--- config.mk ---
export PLATFORM = sky130hd
export DESIGN_NAME = pio_port
export DESIGN_NICKNAME = d
export VERILOG_FILES = /design/src/hdl/pio_pkg.sv /design/src/hdl/pio_port.sv
export SDC_FILE = /design/constraint.sdc
export NUM_CORES = 1
export LEC_CHECK = 0
export CAP_MARGIN = 30
export CORE_ASPECT_RATIO = 1.2
export CORE_MARGIN = 5
export CORE_UTILIZATION = 68
export DETAILED_ROUTE_END_ITERATION = 8
export DONT_BUFFER_PORTS = 1
export PLACE_DENSITY = 0.82
export REMOVE_ABC_BUFFERS = 1
export SLEW_MARGIN = 20
export SYNTH_ARGS = -nofsm -noshare
export SYNTH_HDL_FRONTEND = slang
export SYNTH_SLANG_ARGS = --single-unit
export TNS_END_PERCENT = 10
--- constraint.sdc ---
create_clock -name sys_clk_in -period 4.7 [get_ports sys_clk_in]
set_clock_uncertainty 0.05 [all_clocks]
set_input_delay 0.47 -clock sys_clk_in [delete_from_list [all_inputs] [get_ports sys_clk_in]]
set_output_delay 0.47 -clock sys_clk_in [all_outputs]
set_load 0.02 [all_outputs]
--- src/hdl/pio_pkg.sv ---
// Package of constants for the parallel port and comparator block.
package pio_pkg;
	// ----------------------------------------------------------------
	// Register offsets (word addresses)
	// ----------------------------------------------------------------
	localparam logic [3:0] PIO_OFS_DATA = 4'h0;
	localparam logic [3:0] PIO_OFS_DIR = 4'h1;
	localparam logic [3:0] PIO_OFS_PORT_CONFIG_REGISTER = 4'h2;
	localparam logic [3:0] PIO_OFS_P3M = 4'h3;
	localparam logic [3:0] PIO_OFS_IRQ = 4'h4;
	localparam logic [3:0] PIO_OFS_STAT = 4'h5;
	localparam logic [3:0] PIO_OFS_MASK = 4'h6;
	localparam logic [3:0] PIO_OFS_CTSEL = 4'h7;
	localparam logic [3:0] PIO_OFS_P3IN = 4'h8;
	// ----------------------------------------------------------------
	// Field positions and values
	// ----------------------------------------------------------------
	localparam int PIO_PORT_CONFIG_REGISTER_OD_BIT = 1;
	localparam int PIO_P3M_ANA_BIT = 1;
	localparam int PIO_IRQ_EDGE_LO = 6;
	localparam int PIO_IRQ_EDGE_HI = 7;
	localparam int PIO_STAT_A_BIT = 0;
	localparam int PIO_STAT_B_BIT = 1;
	localparam logic [7:0] PIO_ALL_ONES = 8'hFF;
	localparam logic [7:0] PIO_ZERO8 = 8'h00;
	localparam logic [31:0] PIO_ZERO32 = 32'h00000000;
	localparam logic [1:0] PIO_EDGE_FALL = 2'h0;
	localparam logic [1:0] PIO_EDGE_RISE = 2'h1;
	localparam logic [1:0] PIO_EDGE_BOTH = 2'h2;
	localparam logic [1:0] PIO_ZERO2 = 2'h0;
	localparam logic [31:0] PIO_UNMAPPED = 32'hDEADBEEF;
endpackage : pio_pkg

--- src/hdl/pio_port.sv ---
// Parallel port, comparator edge interrupts and timer input select.
// Summary of operation
// - After reset or stop-mode recovery every port bit is an input.
// - Bit D1 of the port config register picks open-drain over push-pull.
// - On small packages port writes are ignored and reads return all ones.
// - Two comparators each compare an analog input with its reference.
// - Comparators act only with port 3 mode bit 1 set, else pins are digital.
// - Each comparator pin raises an interrupt on rise, fall or both edges.
// - Timer edge input comes from comparator A pin or the alternate pin.
//
// The implementer's own choices: the placing of the registers and the Avalon-MM register port.
`timescale 1ns/1ps
module pio_port
	import pio_pkg::*;
(
	input wire logic sys_clk_in,
	input wire logic rst_in,
	input wire logic clk_en_in,
	input wire logic stop_mode_recovery_in,
	input wire logic small_pkg_in,
	input wire logic [7:0] gp_port_pins_in,
	output logic [7:0] gp_port_pins_out,
	output logic [7:0] gp_port_pins_oe_n_out,
	input wire logic comparator_a_input_in,
	input wire logic comparator_b_input_in,
	input wire logic comp_a_gt_ref_in,
	input wire logic comp_b_gt_ref_in,
	input wire logic alt_edge_input_in,
	output logic timer_edge_out,
	output logic irq_out,
	input wire logic [3:0] avs_address,
	input wire logic avs_read,
	input wire logic avs_write,
	input wire logic [31:0] avs_writedata,
	output logic [31:0] avs_readdata,
	output logic avs_waitrequest
);
	// ----------------------------------------------------------------
	// Synchronisers
	// ----------------------------------------------------------------
	// The comparator outputs are asynchronous analog results, so they are
	// treated exactly like pins.
	logic [12:0] s1_r;
	logic [12:0] s2_r;
	logic [12:0] s3_r;
	logic [12:0] s1_nxt;
	logic [12:0] s2_nxt;
	logic [12:0] s3_nxt;
	logic [7:0] gp_sync;
	logic pa_s;
	logic pb_s;
	logic ca_s;
	logic cb_s;
	logic alt_s;
	// The third stage only keeps the previous synced level for edges.
	logic pa_prev;
	logic pb_prev;
	logic ca_prev;
	logic cb_prev;
	logic alt_prev;

	always_comb begin
		s1_nxt = {alt_edge_input_in, comp_b_gt_ref_in, comp_a_gt_ref_in,
			comparator_b_input_in, comparator_a_input_in, gp_port_pins_in};
		s2_nxt = s1_r;
		s3_nxt = s2_r;
	end

	always_ff @(posedge sys_clk_in) begin
		if (rst_in) begin
			s1_r <= 13'h0000;
			s2_r <= 13'h0000;
			s3_r <= 13'h0000;
		end else if (clk_en_in) begin
			s1_r <= s1_nxt;
			s2_r <= s2_nxt;
			s3_r <= s3_nxt;
		end
	end

	assign gp_sync = s2_r[7:0];
	assign pa_s = s2_r[8];
	assign pb_s = s2_r[9];
	assign ca_s = s2_r[10];
	assign cb_s = s2_r[11];
	assign alt_s = s2_r[12];
	assign pa_prev = s3_r[8];
	assign pb_prev = s3_r[9];
	assign ca_prev = s3_r[10];
	assign cb_prev = s3_r[11];
	assign alt_prev = s3_r[12];

	// ----------------------------------------------------------------
	// Edge detection function
	// ----------------------------------------------------------------
	function automatic logic pio_edge(input logic cur, input logic prv,
		input logic [1:0] sel);
		logic hit;
		hit = 1'b0;
		case (sel)
			PIO_EDGE_RISE: hit = cur & ~prv;
			PIO_EDGE_FALL: hit = ~cur & prv;
			default: hit = cur ^ prv;
		endcase
		return hit;
	endfunction : pio_edge

	// ----------------------------------------------------------------
	// Registers
	// ----------------------------------------------------------------
	logic [7:0] data_r;
	logic [7:0] dir_r;
	logic [7:0] port_config_register_r;
	logic [7:0] p3m_r;
	logic [7:0] irq_r;
	logic [7:0] mask_r;
	logic [1:0] stat_r;
	logic ctsel_r;
	logic wait_r;
	logic [31:0] rdata_r;
	logic [7:0] data_nxt;
	logic [7:0] dir_nxt;
	logic [7:0] port_config_register_nxt;
	logic [7:0] p3m_nxt;
	logic [7:0] irq_nxt;
	logic [7:0] mask_nxt;
	logic [1:0] stat_nxt;
	logic [1:0] ev;
	logic ctsel_nxt;
	logic wait_nxt;
	logic [31:0] rdata_nxt;
	logic ana_en;
	logic a_lvl;
	logic a_prv;
	logic b_lvl;
	logic b_prv;
	logic wr_go;
	logic rd_go;

	assign ana_en = p3m_r[PIO_P3M_ANA_BIT];
	assign a_lvl = ana_en ? ca_s : pa_s;
	assign a_prv = ana_en ? ca_prev : pa_prev;
	assign b_lvl = ana_en ? cb_s : pb_s;
	assign b_prv = ana_en ? cb_prev : pb_prev;

	// ----------------------------------------------------------------
	// Bus handshake
	// ----------------------------------------------------------------
	// A request is answered one cycle after it is raised.
	assign wr_go = avs_write & ~wait_r;
	// Read data are latched in the first cycle, so that they already
	// stand at the edge where the master sees waitrequest low.
	assign rd_go = avs_read & wait_r;

	always_comb begin
		data_nxt = data_r;
		dir_nxt = dir_r;
		port_config_register_nxt = port_config_register_r;
		p3m_nxt = p3m_r;
		irq_nxt = irq_r;
		mask_nxt = mask_r;
		ctsel_nxt = ctsel_r;
		stat_nxt = stat_r;
		rdata_nxt = rdata_r;
		wait_nxt = 1'b1;
		if ((avs_read | avs_write) & wait_r) begin
			wait_nxt = 1'b0;
		end
		ev[PIO_STAT_A_BIT] = pio_edge(a_lvl, a_prv,
			irq_r[PIO_IRQ_EDGE_HI:PIO_IRQ_EDGE_LO]);
		ev[PIO_STAT_B_BIT] = pio_edge(b_lvl, b_prv,
			irq_r[PIO_IRQ_EDGE_HI:PIO_IRQ_EDGE_LO]);
		if (wr_go) begin
			case (avs_address)
				PIO_OFS_DATA: if (!small_pkg_in) begin
					data_nxt = avs_writedata[7:0];
				end
				PIO_OFS_DIR: if (!small_pkg_in) begin
					dir_nxt = avs_writedata[7:0];
				end
				PIO_OFS_PORT_CONFIG_REGISTER: port_config_register_nxt = avs_writedata[7:0];
				PIO_OFS_P3M: p3m_nxt = avs_writedata[7:0];
				PIO_OFS_IRQ: irq_nxt = avs_writedata[7:0];
				PIO_OFS_STAT: stat_nxt = stat_r & ~avs_writedata[1:0];
				PIO_OFS_MASK: mask_nxt = avs_writedata[7:0];
				PIO_OFS_CTSEL: ctsel_nxt = avs_writedata[0];
				default: ;
			endcase
		end
		// Set wins over a simultaneous write-one clear.
		stat_nxt = stat_nxt | ev;
		if (stop_mode_recovery_in) begin
			dir_nxt = PIO_ZERO8;
		end
		if (rd_go) begin
			case (avs_address)
				PIO_OFS_DATA: rdata_nxt = {24'h000000,
					small_pkg_in ? PIO_ALL_ONES : gp_sync};
				PIO_OFS_DIR: rdata_nxt = {24'h000000,
					small_pkg_in ? PIO_ALL_ONES : dir_r};
				PIO_OFS_PORT_CONFIG_REGISTER: rdata_nxt = {24'h000000, port_config_register_r};
				PIO_OFS_P3M: rdata_nxt = {24'h000000, p3m_r};
				PIO_OFS_IRQ: rdata_nxt = {24'h000000, irq_r};
				PIO_OFS_STAT: rdata_nxt = {30'h00000000, stat_r};
				PIO_OFS_MASK: rdata_nxt = {24'h000000, mask_r};
				PIO_OFS_CTSEL: rdata_nxt = {31'h00000000, ctsel_r};
				PIO_OFS_P3IN: rdata_nxt = {27'h0000000, alt_s, b_lvl,
					a_lvl, 2'h0};
				default: rdata_nxt = PIO_UNMAPPED;
			endcase
		end
	end

	always_ff @(posedge sys_clk_in) begin
		if (rst_in) begin
			data_r <= PIO_ZERO8;
			dir_r <= PIO_ZERO8;
			port_config_register_r <= PIO_ZERO8;
			p3m_r <= PIO_ZERO8;
			irq_r <= PIO_ZERO8;
			mask_r <= PIO_ZERO8;
			stat_r <= PIO_ZERO2;
			ctsel_r <= 1'b0;
			wait_r <= 1'b1;
			rdata_r <= PIO_ZERO32;
		end else if (clk_en_in) begin
			data_r <= data_nxt;
			dir_r <= dir_nxt;
			port_config_register_r <= port_config_register_nxt;
			p3m_r <= p3m_nxt;
			irq_r <= irq_nxt;
			mask_r <= mask_nxt;
			stat_r <= stat_nxt;
			ctsel_r <= ctsel_nxt;
			wait_r <= wait_nxt;
			rdata_r <= rdata_nxt;
		end
	end

	// ----------------------------------------------------------------
	// Outputs
	// ----------------------------------------------------------------
	logic [7:0] pout_r;
	logic [7:0] poe_n_r;
	logic [7:0] pout_nxt;
	logic [7:0] poe_n_nxt;
	logic tedge_r;
	logic irq_r2;
	logic tedge_nxt;
	logic irq_nxt2;

	always_comb begin
		pout_nxt = data_r;
		poe_n_nxt = ~dir_r;
		if (port_config_register_r[PIO_PORT_CONFIG_REGISTER_OD_BIT]) begin
			pout_nxt = PIO_ZERO8;
			poe_n_nxt = ~(dir_r & ~data_r);
		end
		if (small_pkg_in) begin
			poe_n_nxt = PIO_ALL_ONES;
		end
		tedge_nxt = ctsel_r ? alt_s : a_lvl;
		irq_nxt2 = |(stat_r & mask_r[1:0]);
	end

	always_ff @(posedge sys_clk_in) begin
		if (rst_in) begin
			pout_r <= PIO_ZERO8;
			poe_n_r <= PIO_ALL_ONES;
			tedge_r <= 1'b0;
			irq_r2 <= 1'b0;
		end else if (clk_en_in) begin
			pout_r <= pout_nxt;
			poe_n_r <= poe_n_nxt;
			tedge_r <= tedge_nxt;
			irq_r2 <= irq_nxt2;
		end
	end

	assign gp_port_pins_out = pout_r;
	assign gp_port_pins_oe_n_out = poe_n_r;
	assign timer_edge_out = tedge_r;
	assign irq_out = irq_r2;
	assign avs_readdata = rdata_r;
	assign avs_waitrequest = wait_r;
endmodule : pio_port

==> flow_summary.ini <==
[finish]
layout_commonest_cell = dfxtp_1
diodes = 0
fillers = 551
finalNonFillerCells = 578
regArea_mm2 = 0.002186
multi_input_area_mm2 = 0.002379
final_area_mm2 = 0.004900
final_layout_size_suffix_gt1_share_pct = 7.536
nets = 546
final_cell_mix = dfxtp_1 (108), nor2_1 (83), mux2i_1 (71)
area_growth_syn_to_layout_pct = 0.3588

[synthesis]
synth_seq_cells = 109
synth_edf_count = 0
yosys_warnings = 0
postSynthCellCount = 526
async_flop_share_pct = 0
synth_area_mm2 = 0.004882
synth_flop_cell = dfxtp_1
synth_cell_types = 49
ys_seq_area_share_pct = 44.70
syn_area_per_cell_um2 = 9.282

[clocking]
cts_setup_buffers = 0
cts_num_sinks = 109
clock_latency_ns = 0.37
cts_made_buffers = 9
cts_resized = 0
cts_tree = built
root_buffer = clkbuf_8
cts_hold_buf = 0
cts.reportedPaths.clkPinSlew_ns = 0.12
h-tree-depth = 3
clock_path_buffers = 2

[grt]
grt_busiest_layer = met2
grt.met3_usage_pct = 7.194
first_global_vias = 3549
grt_overflow = 0
grt_pass1_wl_mm = 17.00
antenna_found_initial = 0
met1_usage_pct = 27.81
grt.total_usage_pct = 23.95
grt_max_degree = 95
met2_usage_pct = 40.37

[critical_path]
cp_cell_sequence = nand3b_2 > nor4_4 > mux2i_1 > nor2_1
path_delay_family = simple AND/OR/NAND/NOR gates
critPathLaunchType = register
cp.required_ns = 4.91
crit_buf_inv = 0
crit_type = register to register
crit_path_end_kind = register
critPathArrivalTime_ns = 2.30
cp_slowest_stage_delay_ns = 0.69
cpMaxStageDelayCell = nor4_4
crit_path_max_fanout = 8

[floorplanning]
num_rows = 33
dieArea_mm2 = 0.008981
die_w_um = 87.35
die_y_um = 102.8
coreArea_mm2 = 0.006937
io_pins = 107
start_util_pct = 70.38

[sta]
setup_tns_ns = 0
report.final.slew_viol_count = 0
setup_viol = 0
max_freq_ghz = 0.4794
worst_pin_slew_ns = 0.9544
slew_headroom_pct = 36.37
rsz0062_at_grt = false
min_period_ns = 2.086
min_period_over_period_pct = 44.38
hold_viol_final = 0

[placement]
gp_congestion = 0.8239
portBuffers = 0
dp_cells = 562
dp_hpwl_mm = 7.101
placed_cell_area_mm2 = 0.004711

[route]
detail_route.first_pass.iterations = 4
via_per_inst = 6.260
drt-total-wl_mm = 10.37
drc_errors = 0
vias = 3618
drtIter0Drc = 375
ant_nets = 0
wl_per_cell_um = 17.94

[hold_path]
hold_path_class = primary input to register

[job]
cap_viol_max_count = 0

[power_and_ir_drop]
leakage_nw = 1.776
ir_worst_vdd_uv = 217.2
p_per_area_mw_per_mm2 = 323.2

[outcome]
status = completed
==> layer usage <==
metal	part of all wire, %	routed length, µm
met5	0	0
met1	40	4139
met2	50	5164
met4	3.3	347
met3	6.9	720
==> final cells by class <==
cell class	count	area share, %
Multi-Input combinational cell	358	48.54
Sequential cell	109	44.61
Timing Repair Buffer	2	0.3064
Tap cell	87	2.222
Clock inverter	7	1.328
Clock buffer	9	2.528
Inverter	6	0.4597
==> stage by stage <==
step	setup WS, ns	power (mW)	hold WS, ns	utilization (%)
after CTS	2.617	1.589	0.09903	70.63
after floorplan	1.709	1.045	0.3937	-
final	2.614	1.584	0.09422	70.63
after global routing	2.513	1.645	0.07370	70.63
after global placement	2.750	1.057	0.4039	67.91
after detailed placement	2.646	1.061	0.4068	67.91
==> registers in the layout, indices dropped and copies added (netlist names) <==
register	cells
avs_waitrequest	1
gp_port_pins_out	8
gp_port_pins_oe_n_out	8
avs_readdata	9
p3m_r	8
irq_out	1
ctsel_r	1
irq_r	8
s1_r	13
mask_r	8
data_r	8
s2_r	13
dir_r	8
s3_r	4
stat_r	2
port_config_register_r	8
timer_edge_out	1
==> final timing paths <==
check | from | endpoint | slack (ns) | cells past startpoint
max reg2reg | avs_waitrequest$_SDFFE_PP1P_ | p3m_r[2]$_SDFFE_PP0P_ | 2.61 | 4
max | avs_waitrequest$_SDFFE_PP1P_ | p3m_r[2]$_SDFFE_PP0P_ | 2.61 | 4
min reg2reg | data_r[7]$_SDFFE_PP0P_ | data_r[7]$_SDFFE_PP0P_ | 0.42 | 2
min | rst_in | data_r[5]$_SDFFE_PP0P_ | 0.09 | 1
==> power breakdown <==
part           leakage [nW]  internal, mW  total, mW  switching [mW]
Clock                0.0943         0.206      0.544           0.338
Combinational         0.797        0.0322     0.0689          0.0367
Sequential            0.884         0.941      0.971          0.0295
Total                  1.78          1.18       1.58           0.404
==> worst reg2reg max path, stage by stage, from the launching register on <==
cell      delay [ns]
dfxtp_1         0.43
nand3b_2        0.42
nor4_4          0.70
mux2i_1         0.33
nor2_1          0.06
==> cells in the mapped netlist, types with 3 or more instances <==
master	n	share of area, %
mux2_2	9	2.1
inv_1	6	0.46
ha_1	4	1.0
nor2_1	83	6.4
nor2b_1	16	2.1
a22oi_1	10	1.5
a211oi_1	3	0.46
nand2_1	36	2.8
dfxtp_1	109	45
buf_2	10	1.0
mux2i_1	71	15
a31oi_1	8	1.0
clkbuf_1	20	1.5
nand3_1	17	1.7
nand2b_1	4	0.51
nor3_1	3	0.31
a21oi_1	24	2.5
buf_1	4	0.31
nor4_4	3	1.3
o22ai_1	8	1.0
a32oi_1	6	1.1
and3_1	3	0.38
a32o_1	3	0.62
o21ai_0	11	1.1
buf_4	25	3.8
==> kinds of logic after synthesis <==
group / synth area share, %
AND/OR/NAND/NOR: 18.02
AO/OA/AOI/OAI: 11.92
buffers and inverters: 7.176
flip-flops: 44.69
adder cells (fa/ha/maj): 1.025
other: 0.07681
multiplexers: 17.09
(Power assumes the default switching activity.)
